--- src/rtl/bcc_pkg.sv ---
// Purpose: shared constants, opcodes and decode helpers for the branch and cycle control
// Assumes: clk is the oscillator clock, one clock per oscillator period
// Notes:   opcode values are the core's fixed encodings
package bcc_pkg;

    // machine cycle shape
    localparam int unsigned   OSC_PERIOD_NS         = 10;
    localparam int unsigned   OSC_PERIODS_PER_STATE = 2;
    localparam int unsigned   STATES_PER_MC         = 6;
    localparam int unsigned   MC_OSC_PERIODS        = OSC_PERIODS_PER_STATE * STATES_PER_MC;
    localparam logic [2:0]    ST_S1                 = 3'h0;
    localparam logic [2:0]    ST_S4                 = 3'h3;
    localparam logic [2:0]    ST_S6                 = 3'h5;
    localparam logic          PH_P1                 = 1'b0;
    localparam logic          PH_P2                 = 1'b1;

    // reset values
    localparam logic [15:0]   RST_PC                = 16'h0000;
    localparam logic [7:0]    RST_IR                = 8'h00;
    localparam int unsigned   STACK_AW              = 4;
    localparam logic [3:0]    RST_SP                = 4'h0;

    // opcodes
    localparam logic [7:0]    OP_SRJ                = 8'h80;
    localparam logic [7:0]    OP_LAJ                = 8'h02;
    localparam logic [7:0]    OP_LSC                = 8'h12;
    localparam logic [7:0]    OP_SRT                = 8'h22;
    localparam logic [7:0]    OP_IRT                = 8'h32;
    localparam logic [7:0]    OP_JMP_IDX            = 8'h73;
    localparam logic [7:0]    OP_BAZ                = 8'h60;
    localparam logic [7:0]    OP_BANZ               = 8'h70;
    localparam logic [7:0]    OP_DBN_DIR            = 8'hd5;
    localparam logic [7:0]    OP_CBU_AIMM           = 8'hb4;
    localparam logic [7:0]    OP_CBU_ADIR           = 8'hb5;
    localparam logic [4:0]    PG_JUMP_LO            = 5'h01;
    localparam logic [4:0]    PG_CALL_LO            = 5'h11;
    localparam logic [4:0]    DBN_REG_HI            = 5'h1b;
    localparam logic [6:0]    CBU_IND_HI            = 7'h5b;
    localparam logic [4:0]    CBU_REG_HI            = 5'h17;

    typedef enum logic [1:0] {
        MC_FIRST  = 2'b00,
        MC_SECOND = 2'b01
    } bcc_mc_t;

    // pc-relative target, offset is two's complement
    function automatic logic [15:0] bcc_rel_target(input logic [15:0] pc, input logic [7:0] off);
        return pc + {{8{off[7]}}, off};
    endfunction : bcc_rel_target

    // low 11 bits replaced, 2k block kept
    function automatic logic [15:0] bcc_page_target(input logic [15:0] pc,
                                                    input logic [7:0]  op,
                                                    input logic [7:0]  lo);
        return {pc[15:11], op[7:5], lo};
    endfunction : bcc_page_target

    function automatic logic bcc_is_page(input logic [7:0] op);
        return (op[4:0] == PG_JUMP_LO) || (op[4:0] == PG_CALL_LO);
    endfunction : bcc_is_page

    function automatic logic bcc_is_dbn(input logic [7:0] op);
        return (op == OP_DBN_DIR) || (op[7:3] == DBN_REG_HI);
    endfunction : bcc_is_dbn

    function automatic logic bcc_is_cbu(input logic [7:0] op);
        return (op == OP_CBU_AIMM) || (op == OP_CBU_ADIR) ||
               (op[7:1] == CBU_IND_HI) || (op[7:3] == CBU_REG_HI);
    endfunction : bcc_is_cbu

    // external data moves: e0, e2, e3, f0, f2, f3
    function automatic logic bcc_is_xmove(input logic [7:0] op);
        return (op[7:5] == 3'h7) && ((op[3:0] == 4'h0) || (op[3:0] == 4'h2) ||
                                     (op[3:0] == 4'h3));
    endfunction : bcc_is_xmove

    // byte count of an instruction
    function automatic logic [1:0] bcc_len(input logic [7:0] op);
        if ((op == OP_LAJ) || (op == OP_LSC) || (op == OP_DBN_DIR) || bcc_is_cbu(op)) begin
            return 2'd3;
        end
        if ((op == OP_SRJ) || bcc_is_page(op) || (op == OP_BAZ) || (op == OP_BANZ) ||
            bcc_is_dbn(op)) begin
            return 2'd2;
        end
        return 2'd1;
    endfunction : bcc_len

    function automatic logic bcc_two_mc(input logic [7:0] op);
        return (bcc_len(op) != 2'd1) || (op == OP_SRT) || (op == OP_IRT) ||
               (op == OP_JMP_IDX) || bcc_is_xmove(op);
    endfunction : bcc_two_mc

endpackage : bcc_pkg

--- src/rtl/bcc_cycle_timer.sv ---
// Purpose: six-state, two-phase machine cycle sequencer
// Assumes: one clk per oscillator period
// Notes:   state and phase leave straight from flip-flops
`timescale 1ns/1ns
`default_nettype none
module bcc_cycle_timer (
    input  wire logic       clk,
    input  wire logic       rst_n,
    output var  logic [2:0] state_ff,
    output var  logic       phase_ff
);
    logic [2:0] nxt_state;
    logic       nxt_phase;

    // each state spends one period in each phase, so 12 periods per cycle
    always_comb begin
        nxt_phase = ~phase_ff;
        nxt_state = state_ff;
        if (phase_ff == bcc_pkg::PH_P2) begin
            nxt_state = (state_ff == bcc_pkg::ST_S6) ? bcc_pkg::ST_S1
                                                     : state_ff + 3'h1;
        end
    end

    always_ff @(posedge clk) begin
        if (!rst_n) begin
            state_ff <= bcc_pkg::ST_S1;
            phase_ff <= bcc_pkg::PH_P1;
        end else begin
            state_ff <= nxt_state;
            phase_ff <= nxt_phase;
        end
    end
endmodule : bcc_cycle_timer
`default_nettype wire

--- src/rtl/bcc_ret_stack.sv ---
// Purpose: return address store for calls
// Assumes: one write and one read port, read data registered
// Notes:   contents are not reset; pointer lives in the caller
`timescale 1ns/1ns
`default_nettype none
module bcc_ret_stack (
    input  wire logic        clk,
    input  wire logic        wr_en,
    input  wire logic [3:0]  wr_addr,
    input  wire logic [15:0] wr_data,
    input  wire logic [3:0]  rd_addr,
    output var  logic [15:0] rd_data_ff
);
    logic [15:0] mem_ff [16];

    // write port
    always_ff @(posedge clk) begin
        if (wr_en) begin
            mem_ff[wr_addr] <= wr_data;
        end
    end

    // registered read, always tracking the top entry
    always_ff @(posedge clk) begin
        rd_data_ff <= mem_ff[rd_addr];
    end
endmodule : bcc_ret_stack
`default_nettype wire

--- src/rtl/bcc_branch_ctrl.sv ---
// Purpose: program fetch sequencing and control-flow execution of the core
// Assumes: code_data is valid in the clock where code_rd_ff is high
// Notes:   operand bytes from data space come in already resolved on opnd_data
//
// Functional notes
// - short jump: opcode plus signed offset, reach -128..+127 from next instruction
// - offset is two's complement, added to pc only when jump taken
// - long jump: opcode plus two bytes, full 16-bit target
// - page jump: three target bits in opcode, low eight in next byte
// - page jump swaps low 11 pc bits, keeps high 5
// - indexed jump: pc gets data pointer plus accumulator
// - long call takes full 16-bit target anywhere in 64k
// - page call substitutes 11 bits like page jump
// - return resumes after the call using its saved address
// - interrupt return also tells interrupt logic the service is done
// - with no interrupt in service, interrupt return equals plain return
// - all conditional branches use a relative offset
// - no zero flag; acc zero branches test accumulator directly
// - decrement byte operand, branch only when result nonzero
// - compare two bytes, branch only when unequal, four operand forms
// - compare is unsigned: carry set when first is smaller
// - machine cycle is six states of two periods, 12 periods
// - each state has a first and second phase half
// - two fetches per cycle; unneeded byte dropped, pc not advanced
// - opcode latched in first state, second fetch in fourth, ends after sixth
// - external data move takes two cycles, second one fetches nothing
`timescale 1ns/1ns
`default_nettype none
module bcc_branch_ctrl (
    input  wire logic        clk,
    input  wire logic        rst_n,
    input  wire logic [7:0]  code_data,
    input  wire logic [7:0]  acc,
    input  wire logic [15:0] data_pointer,
    input  wire logic [7:0]  opnd_data,
    input  wire logic        int_in_service,
    output var  logic [15:0] code_addr_ff,
    output var  logic        code_rd_ff,
    output var  logic [15:0] pc_ff,
    output var  logic [7:0]  ir_ff,
    output var  logic [2:0]  state_ff,
    output var  logic        phase_ff,
    output var  logic        ext_move_ff,
    output var  logic        int_done_ff,
    output var  logic        carry_ff,
    output var  logic        carry_we_ff,
    output var  logic [7:0]  dec_val_ff,
    output var  logic        dec_we_ff
);
    bcc_pkg::bcc_mc_t mc_ff, nxt_mc;
    logic [1:0]  got_ff, nxt_got;
    logic [7:0]  b1_ff, nxt_b1;
    logic [7:0]  b2_ff, nxt_b2;
    logic        need_ff, nxt_need;
    logic [3:0]  sp_ff, nxt_sp;
    logic [15:0] nxt_pc, nxt_code_addr;
    logic [7:0]  nxt_ir, nxt_dec_val;
    logic        nxt_code_rd, nxt_ext_move, nxt_int_done;
    logic        nxt_carry, nxt_carry_we, nxt_dec_we;
    logic        slot_p1, first_slot, cyc_end, last_mc, exec;
    logic        stk_we;
    logic [15:0] stk_rdata;
    logic [15:0] rel_b1, rel_b2;
    logic [7:0]  dec_res, cmp_a, cmp_b;

    bcc_cycle_timer u_timer (
        .clk      (clk),
        .rst_n    (rst_n),
        .state_ff (state_ff),
        .phase_ff (phase_ff)
    );

    bcc_ret_stack u_stack (
        .clk        (clk),
        .wr_en      (stk_we),
        .wr_addr    (sp_ff),
        .wr_data    (pc_ff),
        .rd_addr    (sp_ff - 4'h1),
        .rd_data_ff (stk_rdata)
    );

    // timing points within the machine cycle
    assign slot_p1    = (phase_ff == bcc_pkg::PH_P1) &&
                        ((state_ff == bcc_pkg::ST_S1) || (state_ff == bcc_pkg::ST_S4));
    assign first_slot = (mc_ff == bcc_pkg::MC_FIRST) && (state_ff == bcc_pkg::ST_S1);
    assign cyc_end    = (state_ff == bcc_pkg::ST_S6) && (phase_ff == bcc_pkg::PH_P2);
    assign last_mc    = (mc_ff == bcc_pkg::MC_SECOND) || !bcc_pkg::bcc_two_mc(ir_ff);
    assign exec       = cyc_end && last_mc;

    // operand arithmetic; pc already points past all instruction bytes here
    assign rel_b1  = bcc_pkg::bcc_rel_target(pc_ff, b1_ff);
    assign rel_b2  = bcc_pkg::bcc_rel_target(pc_ff, b2_ff);
    assign dec_res = opnd_data - 8'h01;
    // first byte is acc for the acc forms, else the register or indirect byte
    assign cmp_a   = ((ir_ff == bcc_pkg::OP_CBU_AIMM) || (ir_ff == bcc_pkg::OP_CBU_ADIR))
                     ? acc : opnd_data;
    assign cmp_b   = (ir_ff == bcc_pkg::OP_CBU_ADIR) ? opnd_data : b1_ff;

    // fetch, decode and execute next-state
    always_comb begin
        nxt_mc        = mc_ff;
        nxt_got       = got_ff;
        nxt_b1        = b1_ff;
        nxt_b2        = b2_ff;
        nxt_need      = need_ff;
        nxt_sp        = sp_ff;
        nxt_pc        = pc_ff;
        nxt_ir        = ir_ff;
        nxt_code_addr = code_addr_ff;
        nxt_code_rd   = 1'b0;
        nxt_ext_move  = ext_move_ff;
        nxt_int_done  = 1'b0;
        nxt_carry     = carry_ff;
        nxt_carry_we  = 1'b0;
        nxt_dec_val   = dec_val_ff;
        nxt_dec_we    = 1'b0;
        stk_we        = 1'b0;
        // fetch slots in s1 and s4, skipped only in a data move's second cycle
        if (slot_p1 && !(ext_move_ff && (mc_ff == bcc_pkg::MC_SECOND))) begin
            nxt_code_rd   = 1'b1;
            nxt_code_addr = pc_ff;
            nxt_need      = first_slot || (got_ff < bcc_pkg::bcc_len(ir_ff));
        end
        // a byte nobody needs is dropped and pc stays put
        if (code_rd_ff && need_ff) begin
            nxt_pc  = pc_ff + 16'h0001;
            nxt_got = got_ff + 2'd1;
            unique case (got_ff)
                2'd0:    nxt_ir = code_data;
                2'd1:    nxt_b1 = code_data;
                default: nxt_b2 = code_data;
            endcase
        end
        if (cyc_end) begin
            nxt_mc       = last_mc ? bcc_pkg::MC_FIRST : bcc_pkg::MC_SECOND;
            nxt_ext_move = !last_mc && bcc_pkg::bcc_is_xmove(ir_ff);
        end
        // control flow takes effect at the end of the last cycle
        if (exec) begin
            nxt_got = 2'd0;
            if (ir_ff == bcc_pkg::OP_SRJ) begin
                nxt_pc = rel_b1;
            end else if (ir_ff == bcc_pkg::OP_LAJ) begin
                nxt_pc = {b1_ff, b2_ff};
            end else if (bcc_pkg::bcc_is_page(ir_ff)) begin
                stk_we = ir_ff[4];
                nxt_sp = ir_ff[4] ? sp_ff + 4'h1 : sp_ff;
                nxt_pc = bcc_pkg::bcc_page_target(pc_ff, ir_ff, b1_ff);
            end else if (ir_ff == bcc_pkg::OP_LSC) begin
                stk_we = 1'b1;
                nxt_sp = sp_ff + 4'h1;
                nxt_pc = {b1_ff, b2_ff};
            end else if (ir_ff == bcc_pkg::OP_JMP_IDX) begin
                nxt_pc = data_pointer + {8'h00, acc};
            end else if ((ir_ff == bcc_pkg::OP_SRT) || (ir_ff == bcc_pkg::OP_IRT)) begin
                nxt_sp       = sp_ff - 4'h1;
                nxt_pc       = stk_rdata;
                nxt_int_done = (ir_ff == bcc_pkg::OP_IRT) && int_in_service;
            end else if ((ir_ff == bcc_pkg::OP_BAZ) || (ir_ff == bcc_pkg::OP_BANZ)) begin
                // no zero flag exists, the accumulator itself is tested
                if ((acc == 8'h00) == (ir_ff == bcc_pkg::OP_BAZ)) begin
                    nxt_pc = rel_b1;
                end
            end else if (bcc_pkg::bcc_is_dbn(ir_ff)) begin
                nxt_dec_val = dec_res;
                nxt_dec_we  = 1'b1;
                if (dec_res != 8'h00) begin
                    nxt_pc = (ir_ff == bcc_pkg::OP_DBN_DIR) ? rel_b2 : rel_b1;
                end
            end else if (bcc_pkg::bcc_is_cbu(ir_ff)) begin
                nxt_carry    = cmp_a < cmp_b;
                nxt_carry_we = 1'b1;
                if (cmp_a != cmp_b) begin
                    nxt_pc = rel_b2;
                end
            end
            // untaken branches keep pc as advanced by the fetches
        end
    end

    always_ff @(posedge clk) begin
        if (!rst_n) begin
            mc_ff        <= bcc_pkg::MC_FIRST;
            got_ff       <= 2'd0;
            b1_ff        <= 8'h00;
            b2_ff        <= 8'h00;
            need_ff      <= 1'b0;
            sp_ff        <= bcc_pkg::RST_SP;
            pc_ff        <= bcc_pkg::RST_PC;
            ir_ff        <= bcc_pkg::RST_IR;
            code_addr_ff <= bcc_pkg::RST_PC;
            code_rd_ff   <= 1'b0;
            ext_move_ff  <= 1'b0;
            int_done_ff  <= 1'b0;
            carry_ff     <= 1'b0;
            carry_we_ff  <= 1'b0;
            dec_val_ff   <= 8'h00;
            dec_we_ff    <= 1'b0;
        end else begin
            mc_ff        <= nxt_mc;
            got_ff       <= nxt_got;
            b1_ff        <= nxt_b1;
            b2_ff        <= nxt_b2;
            need_ff      <= nxt_need;
            sp_ff        <= nxt_sp;
            pc_ff        <= nxt_pc;
            ir_ff        <= nxt_ir;
            code_addr_ff <= nxt_code_addr;
            code_rd_ff   <= nxt_code_rd;
            ext_move_ff  <= nxt_ext_move;
            int_done_ff  <= nxt_int_done;
            carry_ff     <= nxt_carry;
            carry_we_ff  <= nxt_carry_we;
            dec_val_ff   <= nxt_dec_val;
            dec_we_ff    <= nxt_dec_we;
        end
    end
endmodule : bcc_branch_ctrl
`default_nettype wire

--- config.mk ---
export PLATFORM = sky130hd
export DESIGN_NAME = bcc_branch_ctrl
export DESIGN_NICKNAME = d
export VERILOG_FILES = /design/src/rtl/bcc_pkg.sv /design/src/rtl/bcc_cycle_timer.sv /design/src/rtl/bcc_ret_stack.sv /design/src/rtl/bcc_branch_ctrl.sv
export SDC_FILE = /design/constraint.sdc
export NUM_CORES = 1
export LEC_CHECK = 0
export ABC_AREA = 1
export ABC_CLOCK_PERIOD_IN_PS = 4300
export BUFFER_PORTS_ARGS = -buffer_cell sky130_fd_sc_hd__buf_2
export CORE_MARGIN = 2
export CORE_UTILIZATION = 25
export DETAILED_ROUTE_END_ITERATION = 6
export HOLD_SLACK_MARGIN = 0.05
export PLACE_DENSITY_LB_ADDON = 0.05
export SLEW_MARGIN = 10
export SYNTH_ARGS = -nofsm -noshare
export SYNTH_HDL_FRONTEND = slang
export SYNTH_HIERARCHICAL = 1
export SYNTH_SLANG_ARGS = --single-unit
--- constraint.sdc ---
create_clock -name clk -period 4.3 [get_ports clk]
set_input_delay 0.43 -clock clk [delete_from_list [all_inputs] [get_ports clk]]
set_output_delay 0.43 -clock clk [all_outputs]
set_load 0.05 [all_outputs]
==> flow_metrics.py <==
metrics = {
    "hold_path": {
        "min-delay-start": "code_data[4]",
        "min_path_type": "in -> reg",
        "hold_end": "b2_ff[4]",
        "hold_depth": 3,
    },
    "clocking": {
        "path_clk_slew_ns": 0.07,
        "htreeDepth": 2,
        "cts.sinks": 354,
        "cts_tree": "done",
        "clockBufferDepth": 3,
        "ctsRootBufferMaster": "clkbuf_16",
        "clock_latency_ns": 0.59,
        "numCtsBuffers": 46,
    },
    "worst_setup_path": {
        "critical_path_buf_inv_count": 1,
        "reg2reg_to": "pc_ff[14]",
        "cp_slowest_cell": "dfxtp_1",
        "crit_arrival_ns": 4.22,
        "r2r_start": "ir_ff[5]",
        "critPathMaxStageDelay_ns": 0.55,
        "path_max_fanout": 17,
        "path_cells": "nand2_1, nor2_1, nand2_1, nand2_1, o21ai_0, ha_1, nand2_1, nor2_1, a31oi_4, inv_2, nand3_1, nand2_1, nor2_1, nor2_1, nand2_1, nand2_1, nand2_1, nand2_1, nand2_1, nand2_1, nand2_1, a21oi_1",
        "r2r_setup_slack_ns": 0.58,
        "critPathTopFamily": "simple AND/OR/NAND/NOR gates",
        "worstPathRequired_ns": 4.80,
        "worstSetupPathType": "reg -> reg",
        "cp_common_cell": "nand2_1",
        "startpoint_type": "register",
        "rr_worst_depth": 22,
        "crit_path_end_kind": "register",
    },
    "routing": {
        "first_pass_iters": 5,
        "drt_iter0_markers": 1076,
        "viasPerCell": 4.57,
        "wl_mm": 79.0,
        "wl_per_cell_um": 21.2,
        "dr_total_vias": 17000,
        "remaining_drc_errors": 0,
        "detail-route-antenna-nets": 0,
    },
    "timing": {
        "period_needed_ns": 3.72,
        "fmax_ghz": 0.269,
        "period_share_pct": 86.4,
        "worst_slew_pin_slew_ns": 1.04,
        "slew_viol_final": 0,
        "setup_viol": 0,
        "fin_setup_tns_ns": 0,
        "rsz0062_at_grt": "false",
        "hold_viol_final": 0,
        "clock_skew_ns": 0.0187,
        "relSlewSlack_pct": 30.6,
    },
    "die": {
        "placementRows": 103,
        "initial_core_util_pct": 25.2,
        "core_area_um2": 78700,
        "boundaryPins": 101,
        "chipHeight_um": 286,
        "die_w_um": 286,
        "dieArea_um2": 81500,
    },
    "global_route": {
        "grt_start_max_net_pins": 70,
        "overflow": 0,
        "grt_usage_pct": 19.2,
        "antenna_found_initial": 1,
        "grt_pass1_vias": 16800,
        "grt_pass1_wl_mm": 116,
    },
    "yosys": {
        "synth-compound-area-share_pct": 9.33,
        "synth_area_leaders": "edfxtp_1 39%, nand2_1 14%, dfxtp_1 9.9%",
        "synth_xor_area_share_pct": 1.37,
        "ys_seq_elements": 354,
        "yosysTopAreaCellShare_pct": 38.8,
        "netlist_instances": 2514,
        "synth_top_family_by_area": "simple AND/OR/NAND/NOR gates",
        "synth.area.mux_share_pct": 0,
        "ys_seq_area_share_pct": 48.7,
        "synth_fa_ha_area_share_pct": 3.71,
        "ys_types": 55,
        "yosysWarnings": 6,
        "synth_edf_count": 256,
        "synth_ff_type": "edfxtp_1",
        "synth_fp_nets": 2614,
        "synthArstFlopShare_pct": 0,
        "avgSynthCellArea_um2": 7.88,
        "synthSimpleGateAreaFrac_pct": 26.9,
        "yosys.area.top_type": "edfxtp_1",
        "synthesis.area_um2": 19800,
    },
    "power": {
        "ir_drop_mv": 0.286,
        "power.leakage_nw": 10.5,
        "power_density_nw_per_um2": 339,
    },
    "placed_design": {
        "gp_congestion": 0.874,
        "hpwlAfterDp_mm": 54.5,
        "dp.cells": 3640,
        "port-buffer-count": 100,
    },
    "final_layout": {
        "drive_gt1_share_pct": 11.5,
        "fin_nets": 2740,
        "finalNonFillerCells": 3724,
        "syn2layout_area_growth_pct": 17.1,
    },
    "run": {
        "cap_violations": 0,
    },
    "run_status": {
        "status": "finished, final reports clean",
    },
}
[cells by family after synthesis]
group,Yosys count
AO/OA/AOI/OAI,335
AND/OR/NAND/NOR,1252
adder cells (fa/ha/maj),57
XOR/XNOR,31
flip-flops,354
buffers and inverters,485
[tightest hold or removal path, delay by kind of cell]
family / cells / cell delay [ns]
AND/OR/NAND/NOR: 2 / 0.13
buffers and inverters: 1 / 0.12
[cells in the final DEF (no fill, tap or decap), types with 8 or more instances in the layout]
master	count
nand2_1	746
inv_1	372
nand3_1	286
edfxtp_1	256
a21oi_1	141
o21ai_0	133
nor2_1	126
buf_2	100
dfxtp_1	98
buf_4	63
ha_1	54
clkbuf_16	47
nor2_2	23
inv_2	16
xor2_1	16
nand4_1	15
nor3_1	13
xnor2_1	13
clkbuf_1	13
o211ai_1	10
o21ai_1	9
a221oi_1	9
nand3b_1	8
a31oi_1	8
[state kept, by name (all words and copies together) (netlist names), 2 cells and up]
signal,flops
dec_val_ff,8
b2_ff,8
sp_ff,4
u_timer/state_ff,3
got_ff,2
pc_ff,16
code_addr_ff,16
u_stack/mem_ff,256
ir_ff,8
b1_ff,8
u_stack/rd_data_ff,16
[cell usage after synthesis, drive strengths merged, types with 2 or more instances]
library cell and instances:
nand2 752, inv 390, nand3 289, edfxtp 256
nor2 153, a21oi 145, o21ai 143, dfxtp 98
buf 56, ha 54, clkbuf 37, xor2 18
nor3 17, nand4 15, xnor2 13, o211ai 11
a221oi 9, a31oi 9, or2 9, nand3b 8
o21bai 6, and2 5, fa 3, nor4 3
a211oi 2, a21boi 2, a21o 2, clkinv 2
[routing by layer]
layer  track usage, %  part of all wire, %  vias up
met5                0                    0        -
met4             4.19                  1.9        0
met3             2.42                  3.7       82
met2             32.6                   48      340
met1             26.0                   47     8145
li1                 -                    -     8444
[power by group]
group / switching (mW) / internal, mW / total [mW]
Combinational: 0.387 / 0.138 / 0.525
Sequential: 0.0332 / 3.65 / 3.68
Clock: 1.59 / 2.06 / 3.65
[worst max-delay path by stage]
stage | end | cells past startpoint | start
final | pc_ff[14] | 22 | ir_ff[5]
after global routing | pc_ff[14] | 22 | ir_ff[5]
after CTS | pc_ff[14] | 21 | ir_ff[5]
after detailed placement | pc_ff[14] | 21 | ir_ff[5]
after global placement | pc_ff[14] | 21 | ir_ff[5]
after floorplan | u_stack/mem_ff[12][0] | 16 | ir_ff[5]
[final cells by class]
| class | instances | area (um2) |
|---|---|---|
| Inverter | 392 | 1480 |
| Sequential cell | 354 | 9650 |
| Clock buffer | 63 | 1270 |
| Tap cell | 1050 | 1310 |
| Timing Repair Buffer | 171 | 1120 |
| Fill cell | 8531 | 55500 |
| Antenna cell | 2 | 5.00 |
| Multi-Input combinational cell | 1675 | 8260 |
| Clock inverter | 17 | 115 |
[metrics by stage]
stage | utilization, % | cell area, um2 | worst slack, ns | hold slack (ns) | power, mW
after floorplan | - | 19800 | 0.786 | 0.460 | 4.08
after global placement | 27.7 | 21800 | 0.442 | 0.474 | 4.28
after detailed placement | 27.7 | 21800 | 0.419 | 0.473 | 4.28
after CTS | 29.5 | 23200 | 0.397 | 0.110 | 7.98
after global routing | 29.5 | 23200 | 0.159 | 0.122 | 8.15
final | 29.5 | 23200 | 0.583 | 0.133 | 7.86
[what timing repair did]
item / CTS / global route
setup buffers: 0 / 1
resized for setup: 0 / 0
setup endpoints to repair: 0 / 4
hold endpoints to repair: 1 / 0
hold buffers: 1 / 0
(Power assumes the default switching activity.)
